==> config.mk <==
export PLATFORM = sky130hd
export DESIGN_NAME = sapi_top
export DESIGN_NICKNAME = d
export VERILOG_FILES = /design/src/hw/sapi_pkg.sv /design/src/hw/sapi_sync.sv /design/src/hw/sapi_top.sv
export SDC_FILE = /design/constraint.sdc
export NUM_CORES = 1
export LEC_CHECK = 0
export BUFFER_PORTS_ARGS = -buffer_cell sky130_fd_sc_hd__buf_2
export CORE_ASPECT_RATIO = 0.6
export CORE_UTILIZATION = 45
export DETAILED_ROUTE_END_ITERATION = 6
export GPL_TIMING_DRIVEN = 0
export PLACE_DENSITY = 0.68
export SYNTH_ARGS = -nofsm -noshare
export SYNTH_HDL_FRONTEND = slang
export SYNTH_SLANG_ARGS = --single-unit
==> constraint.sdc <==
create_clock -name clk -period 3.94 [get_ports clk]
set_input_delay 0.197 -clock clk [delete_from_list [all_inputs] [get_ports clk]]
set_output_delay 0.197 -clock clk [all_outputs]
set_load 0.02 [all_outputs]
==> src/hw/sapi_pkg.sv <==
// Constants and carrier types of the converter control block.
// Assumes a 100 MHz clk; all pin inputs except comparator_high come from the host domain.
package sapi_pkg;

    localparam int          SAPI_BITS         = 12;
    localparam int          SAPI_CLK_MHZ      = 100;
    localparam int          SAPI_STEP_NS      = 120;
    localparam int          SAPI_WAKE_NS      = 350;
    localparam int          SAPI_STEP_CYC     = (SAPI_STEP_NS * SAPI_CLK_MHZ + 999) / 1000;
    localparam int          SAPI_WAKE_CYC     = (SAPI_WAKE_NS * SAPI_CLK_MHZ + 999) / 1000;
    localparam logic [11:0] SAPI_RESULT_RESET = 12'h000;
    localparam logic [11:0] SAPI_MSB_MASK     = 12'h800;
    localparam logic [11:0] SAPI_HALF_SCALE   = 12'h800;
    localparam logic [3:0]  SAPI_LAST_BIT     = 4'h0;
    localparam logic [3:0]  SAPI_FIRST_BIT    = 4'hb;
    localparam logic [7:0]  SAPI_CNT_ZERO     = 8'h00;

    typedef enum logic [1:0] {
        SAPI_IDLE  = 2'b00,
        SAPI_CONV  = 2'b01,
        SAPI_DONE  = 2'b10
    } sapi_phase_type;

    // Host strobe and level pins, raw or after synchronisation
    typedef struct packed {
        logic select_n;
        logic conversion_start_n;
        logic read_n;
        logic power_down_n;
        logic bipolar;
    } sapi_pins_type;

endpackage

==> src/hw/sapi_sync.sv <==
// Two-flop synchroniser for a bundle of host pins.
// Assumes an active-low asynchronous reset already released in step with clk.
`timescale 1ns/1ps
module sapi_sync
    import sapi_pkg::*;
(
    input  wire logic          clk,
    input  wire logic          rst_n,
    input  wire sapi_pins_type raw,
    output sapi_pins_type      synced
);

    // Idle level: strobes high, power up, unipolar
    localparam sapi_pins_type IDLE_PINS = '{1'b1, 1'b1, 1'b1, 1'b1, 1'b0};

    sapi_pins_type stage1;

    always_ff @(posedge clk or negedge rst_n) begin
        if (!rst_n) begin
            stage1 <= IDLE_PINS;
            synced <= IDLE_PINS;
        end else begin
            stage1 <= raw;
            synced <= stage1;
        end
    end

endmodule

==> src/hw/sapi_top.sv <==
// Conversion control: start, lock-out, bit stepping, result latch, drivers.
// Assumes comparator_high is the analog comparator output for the current trial word.
`timescale 1ns/1ps
module sapi_top
    import sapi_pkg::*;
(
    input  wire logic        clk,
    input  wire logic        rst_n,
    input  wire logic        select_n,
    input  wire logic        conversion_start_n,
    input  wire logic        read_n,
    input  wire logic        power_down_n,
    input  wire logic        bipolar,
    input  wire logic        comparator_high,
    output logic [11:0]      trial_word,
    output logic [11:0]      result_lines_out,
    output logic [11:0]      result_lines_oe,
    output logic             busy_n
);

    // ****************************************************************
    // Reset release
    // ****************************************************************
    logic rst_meta;
    logic rst_sync_n;

    always_ff @(posedge clk or negedge rst_n) begin
        if (!rst_n) begin
            rst_meta   <= 1'b0;
            rst_sync_n <= 1'b0;
        end else begin
            rst_meta   <= 1'b1;
            rst_sync_n <= rst_meta;
        end
    end

    // ****************************************************************
    // Pin synchronisers
    // ****************************************************************
    sapi_pins_type raw_pins;
    sapi_pins_type pins;

    assign raw_pins = '{select_n, conversion_start_n, read_n, power_down_n, bipolar};

    sapi_sync u_sync (
        .clk    (clk),
        .rst_n  (rst_sync_n),
        .raw    (raw_pins),
        .synced (pins)
    );

    // ****************************************************************
    // State
    // ****************************************************************
    typedef struct packed {
        sapi_phase_type phase;
        logic           start_prev;
        logic [11:0]    sar;
        logic [11:0]    mask;
        logic [3:0]     bit_idx;
        logic [7:0]     step_cnt;
        logic [7:0]     wake_cnt;
        logic [11:0]    latch;
        logic [11:0]    out;
        logic [11:0]    oe;
        logic           busy_n;
    } sapi_state_type;

    sapi_state_type st;
    sapi_state_type next_st;
    logic           start_fall;
    logic           awake;
    logic           start_ok;
    logic           step_done;
    logic           last_bit;
    logic           result_shown;
    logic [11:0]    lower_bit;
    logic [11:0]    coded;
    logic [11:0]    line_drive;

    // ****************************************************************
    // Reset value
    // ****************************************************************
    // Start edge detector rests at the idle pin level so reset makes no false edge
    localparam sapi_state_type SAPI_ST_RESET = '{
        phase:      SAPI_IDLE,
        start_prev: 1'b1,
        sar:        SAPI_RESULT_RESET,
        mask:       SAPI_RESULT_RESET,
        bit_idx:    SAPI_LAST_BIT,
        step_cnt:   SAPI_CNT_ZERO,
        wake_cnt:   8'(SAPI_WAKE_CYC),
        latch:      SAPI_RESULT_RESET,
        out:        SAPI_RESULT_RESET,
        oe:         {SAPI_BITS{1'b0}},
        busy_n:     1'b1
    };

    // ****************************************************************
    // Result coding
    // ****************************************************************
    function automatic logic [11:0] code_result(
        input logic [11:0] word,
        input logic        two_comp
    );
        // Two's complement is the offset binary word with its top bit flipped
        if (two_comp) begin
            return word ^ SAPI_HALF_SCALE;
        end else begin
            return word;
        end
    endfunction

    // ****************************************************************
    // Line enables
    // ****************************************************************
    // One enable per result line, all from the same selected-read decode
    for (genvar b = 0; b < SAPI_BITS; b++) begin : g_line
        assign line_drive[b] = ~pins.read_n & ~pins.select_n;
    end

    // ****************************************************************
    // Control decode
    // ****************************************************************
    assign start_fall   = st.start_prev & ~pins.conversion_start_n;
    assign awake        = pins.power_down_n && (st.wake_cnt == SAPI_CNT_ZERO);
    // Busy must be back high first, else a start in the release gap would run unflagged
    assign start_ok     = start_fall && !pins.select_n && awake && st.busy_n;
    assign step_done    = (st.step_cnt == SAPI_CNT_ZERO);
    assign last_bit     = (st.bit_idx == SAPI_LAST_BIT);
    assign result_shown = (st.out == st.latch);
    assign lower_bit    = st.mask >> 1;

    // ****************************************************************
    // Next state
    // ****************************************************************
    always_comb begin
        next_st            = st;
        next_st.start_prev = pins.conversion_start_n;
        coded              = SAPI_RESULT_RESET;

        // ************************************************************
        // Wake-up timer
        // ************************************************************
        // Restarts whenever power-down is asserted
        if (!pins.power_down_n) begin
            next_st.wake_cnt = 8'(SAPI_WAKE_CYC);
        end else if (st.wake_cnt != SAPI_CNT_ZERO) begin
            next_st.wake_cnt = st.wake_cnt - 8'h01;
        end

        // ************************************************************
        // Conversion sequencer
        // ************************************************************
        case (st.phase)
            SAPI_IDLE: begin
                // Starts only while idle, selected and powered up
                if (start_ok) begin
                    next_st.phase    = SAPI_CONV;
                    next_st.sar      = SAPI_MSB_MASK;
                    next_st.mask     = SAPI_MSB_MASK;
                    next_st.bit_idx  = SAPI_FIRST_BIT;
                    next_st.step_cnt = 8'(SAPI_STEP_CYC - 1);
                    next_st.busy_n   = 1'b0;
                end
            end
            SAPI_CONV: begin
                // Further start edges are not looked at here
                if (!step_done) begin
                    next_st.step_cnt = st.step_cnt - 8'h01;
                end else begin
                    // Comparator is read at step end, once the trial word has settled
                    // Keep or drop the trial bit, then try the next lower one
                    next_st.sar = comparator_high ? (st.sar & ~st.mask) : st.sar;
                    if (last_bit) begin
                        next_st.phase = SAPI_DONE;
                    end else begin
                        next_st.mask     = lower_bit;
                        next_st.sar      = next_st.sar | lower_bit;
                        next_st.bit_idx  = st.bit_idx - 4'h1;
                        next_st.step_cnt = 8'(SAPI_STEP_CYC - 1);
                    end
                end
            end
            SAPI_DONE: begin
                // Unipolar straight binary; bipolar flips the MSB to two's complement
                coded          = code_result(st.sar, pins.bipolar);
                next_st.latch  = coded;
                next_st.phase  = SAPI_IDLE;
            end
            default: begin
                next_st.phase  = SAPI_IDLE;
                next_st.busy_n = 1'b1;
            end
        endcase

        // ************************************************************
        // Busy release and drivers
        // ************************************************************
        // Busy rises one cycle after the driven result matches the latch, so the data is already out
        if (st.phase == SAPI_IDLE && !st.busy_n && result_shown) begin
            next_st.busy_n = 1'b1;
        end
        next_st.out = st.latch;
        next_st.oe = line_drive;
    end

    // ****************************************************************
    // State register
    // ****************************************************************
    always_ff @(posedge clk or negedge rst_sync_n) begin
        if (!rst_sync_n) begin
            st <= SAPI_ST_RESET;
        end else begin
            st <= next_st;
        end
    end

    // ****************************************************************
    // Outputs
    // ****************************************************************
    assign trial_word       = st.sar;
    assign result_lines_out = st.out;
    assign result_lines_oe  = st.oe;
    assign busy_n           = st.busy_n;

endmodule

==> metrics <==
Arrival @ worst endpoint=~2.5 ns; post-layout minimum cycle time=roughly 2.3 ns; cts bufs inserted=9; post-synthesis adder-cell area fraction=about 2.2%; diode count=0; slowest cell on the critical path=dfstp_2; Routed WL per cell=~16 um; top cells by count, synth=72 x dfrtp_1, 36 x buf_4, 26 x nand2_1, 16 x nand3_1; Seq/Total Area, Yosys=53.53%; # setup viols final=0; Distinct cells, synth=62; layout cells sized above 1=34.13%; Slew HR=between 40 and 50%; number of global-route vias before repair=between 2000 and 3000; router iterations before antenna repair=4; clock buffer depth=2; clock root buffer=clkbuf_16; Vias=~2800; Die Footprint=between 9000 and 10000 sq um; final wirelength=just over 8 mm; dominant synthesized flop cell=dfrtp_1; initial antenna violation count=0; VDD IR max=between 0.3 and 0.4 mV; initial DRC count=around 170; cts repair resizes=0; drt via density=5.262; CP Max Fanout=10; RSZ-0062 raised after global routing=no; multiplexer share of the synthesized area=about 4.1%; starting density of the core=between 40% and 50%; fin crit share=between 50 and 60%; design area=roughly 4800 sq um; final HPWL from detailed placement=about 5.9 mm; number of hold buffers added after cts=6; flop-to-flop setup slack=roughly 1.7 ns; total gr overflow=0; nets=429; core area=~8600 sq um; Setup Crit Path Kind=reg2reg; Cells after Synth=~350; first-pass GRT wire length=~13 mm; FMAX=roughly 0.44 GHz; Die W=between 100 and 150 um; # IOs=45; gr usage total=19.79%; most numerous cell in the Yosys netlist=dfrtp_1; Area growth, synth to finish=19.22%; share of the synthesized area in the top cell type=45.00%; Post-synth ARST share=100.0%; Synth Area in Compound Gates=12.81%; Setup Skew=between 0.005 and 0.006 ns; Routability Congestion=between 0.8 and 0.9; Worst setup EP type=flop; P per Cell Area=around 720 nW/um^2; outcome=completed; Mapped Nets=about 370; port buffer count=44; Slew Limit Fails=0; detailed-route DRC error count=0; largest family of logic cells by synthesized area=simple AND/OR/NAND/NOR gates; Clk pin slew, worst setup/hold paths=approximately 0.060 ns; H-tree levels=3; antenna-violating nets left=0; postcts setup bufs=0; Fin. Hold Viols=0; Clk Latency, worst-skew pair=0.34 ns; startpoint types=flop; sum of negative setup slack=0 ns; Vert. Die Dim=~75 um; max_cap viols=0; Seq cells post-synth=85; slew of the pin with the lowest slew margin=approximately 0.75 ns; Rows=26; post-synth top area cell=dfrtp_1; Netlist Area Pre-Place=between 4000 and 5000 sq um; Leak=2.225 nW; Simple-Gate Fraction of Synth Area=14.53%; Sink Count=85; CP cell instances=inv_1 > ha_1 > nor2b_1 > nand3_2 > o21a_1 > buf_2 > nor3_2 > mux2_2; slowest stage delay, CP=between 0.3 and 0.4 ns; Synth Area per Inst=between 10 and 15 sq um; post-synthesis xor/xnor area fraction=under 10%; Worst EP required=about 4.2 ns; FF-to-FF End=st[82]; Reg2Reg Depth=8; CTS tree=yes; top cells by area, synth=dfrtp_1 45%, dfstp_2 8.5%, buf_4 6.8%, mux2_2 3.4%, nand2_1 2.4%; Post-synth EDFFs=0; Worst Hold Class=in2async; CP Buf/Inv Count=2; R2R Path Start=st[37]; delay-heaviest family, CP=simple AND/OR/NAND/NOR gates; Synth Warn #=0; largest net degree at the start of global routing=70; Placement Cell Area=roughly 4400 sq um
-- report_power, final --
group,switching [mW],internal [mW],leakage [nW]
clock,0.347,0.532,0.150
sequential,0.210,1.08,1.05
combinational,0.721,0.531,1.03
total,1.28,2.14,2.23
-- area by class of cell --
type | count | area, sq um
buffer | 50 | 335.3
clock buffer | 11 | 252.7
clock inverter | 5 | 65.06
fill | 719 | 3782
inverter | 9 | 33.78
multi-input combinational | 208 | 1491
sequential | 85 | 2147
tap | 112 | 140.1
timing repair buffer | 51 | 307.8
-- logic make-up after synthesis --
| family | Yosys count |
|---|---|
| compound gates | 69 |
| xor+xnor | 16 |
| fa+ha+maj | 7 |
| buf+inv | 59 |
| flops | 85 |
| mux | 15 |
| other cells | 1 |
| simple gates | 100 |
-- flip-flops by register name, summed over array words and instances, names as in the netlist --
signal	cells
st	24
next_st	12
result_lines_out	12
trial_word	12
lower_bit	11
u_sync.stage1	5
u_sync.synced	5
busy_n	1
result_lines_oe	1
rst_meta	1
rst_sync_n	1
-- worst reg2reg max path: stages, from the launching register on --
cell and delay, ns:
dfstp_2 0.37, inv_1 0.10, ha_1 0.17, nor2b_1 0.25
nand3_2 0.22, o21a_1 0.27, buf_2 0.22, nor3_2 0.22
mux2_2 0.35
-- metrics by stage --
stage | total power [mW] | hold slack, ns | setup slack (ns) | cells | util, %
after global routing | 3.644 | 0.1618 | 1.478 | 531 | 55.79
after detailed placement | 2.542 | -0.01619 | 1.672 | 509 | 51.37
after CTS | 3.441 | 0.1557 | 1.661 | 531 | 55.79
final | 3.420 | 0.1711 | 1.655 | 531 | 55.79
after floorplan | 2.191 | -0.09859 | 1.420 | 352 | -
after global placement | 2.505 | -0.01750 | 0.4813 | 508 | 51.01
-- worst max-delay path by stage --
stage               start                   to  slack, ns  cells past startpoint
2_1_floorplan  rst_sync_n         lower_bit[0]       1.42                      0
3_3_place_gp   rst_sync_n  result_lines_out[2]       0.48                      0
3_5_place_dp       st[37]               st[82]       1.67                      8
4_1_cts            st[37]               st[82]       1.66                      8
5_1_grt            st[37]               st[47]       1.48                      8
6_report           st[37]               st[82]       1.65                      8
-- placed cells by master, fill, tap and decap left out, drive strengths merged, types with 9 or more instances in the layout --
cell type / netlist / routed
mux2: 12 / 12
a22o: 10 / 10
xor2: 9 / 9
dfrtp: 72 / 72
inv: 9 / 11
nand3: 17 / 17
buf: 44 / 89
clkbuf: 6 / 17
o21ai: 13 / 13
dfstp: 13 / 13
nor3: 14 / 14
nand2: 26 / 26
nor2: 13 / 13
-- metal layers --
layer	part of all wire [%]	up-vias	routed length [um]	track usage [%]
li1	-	1343	-	-
met1	53	1363	4390	30.96
met2	40	82	3290	25.19
met3	6.6	6	545	5.530
met4	0.80	0	66	7.631
met5	0	-	0	0
Note: power is estimated with default switching activity, not from simulation.
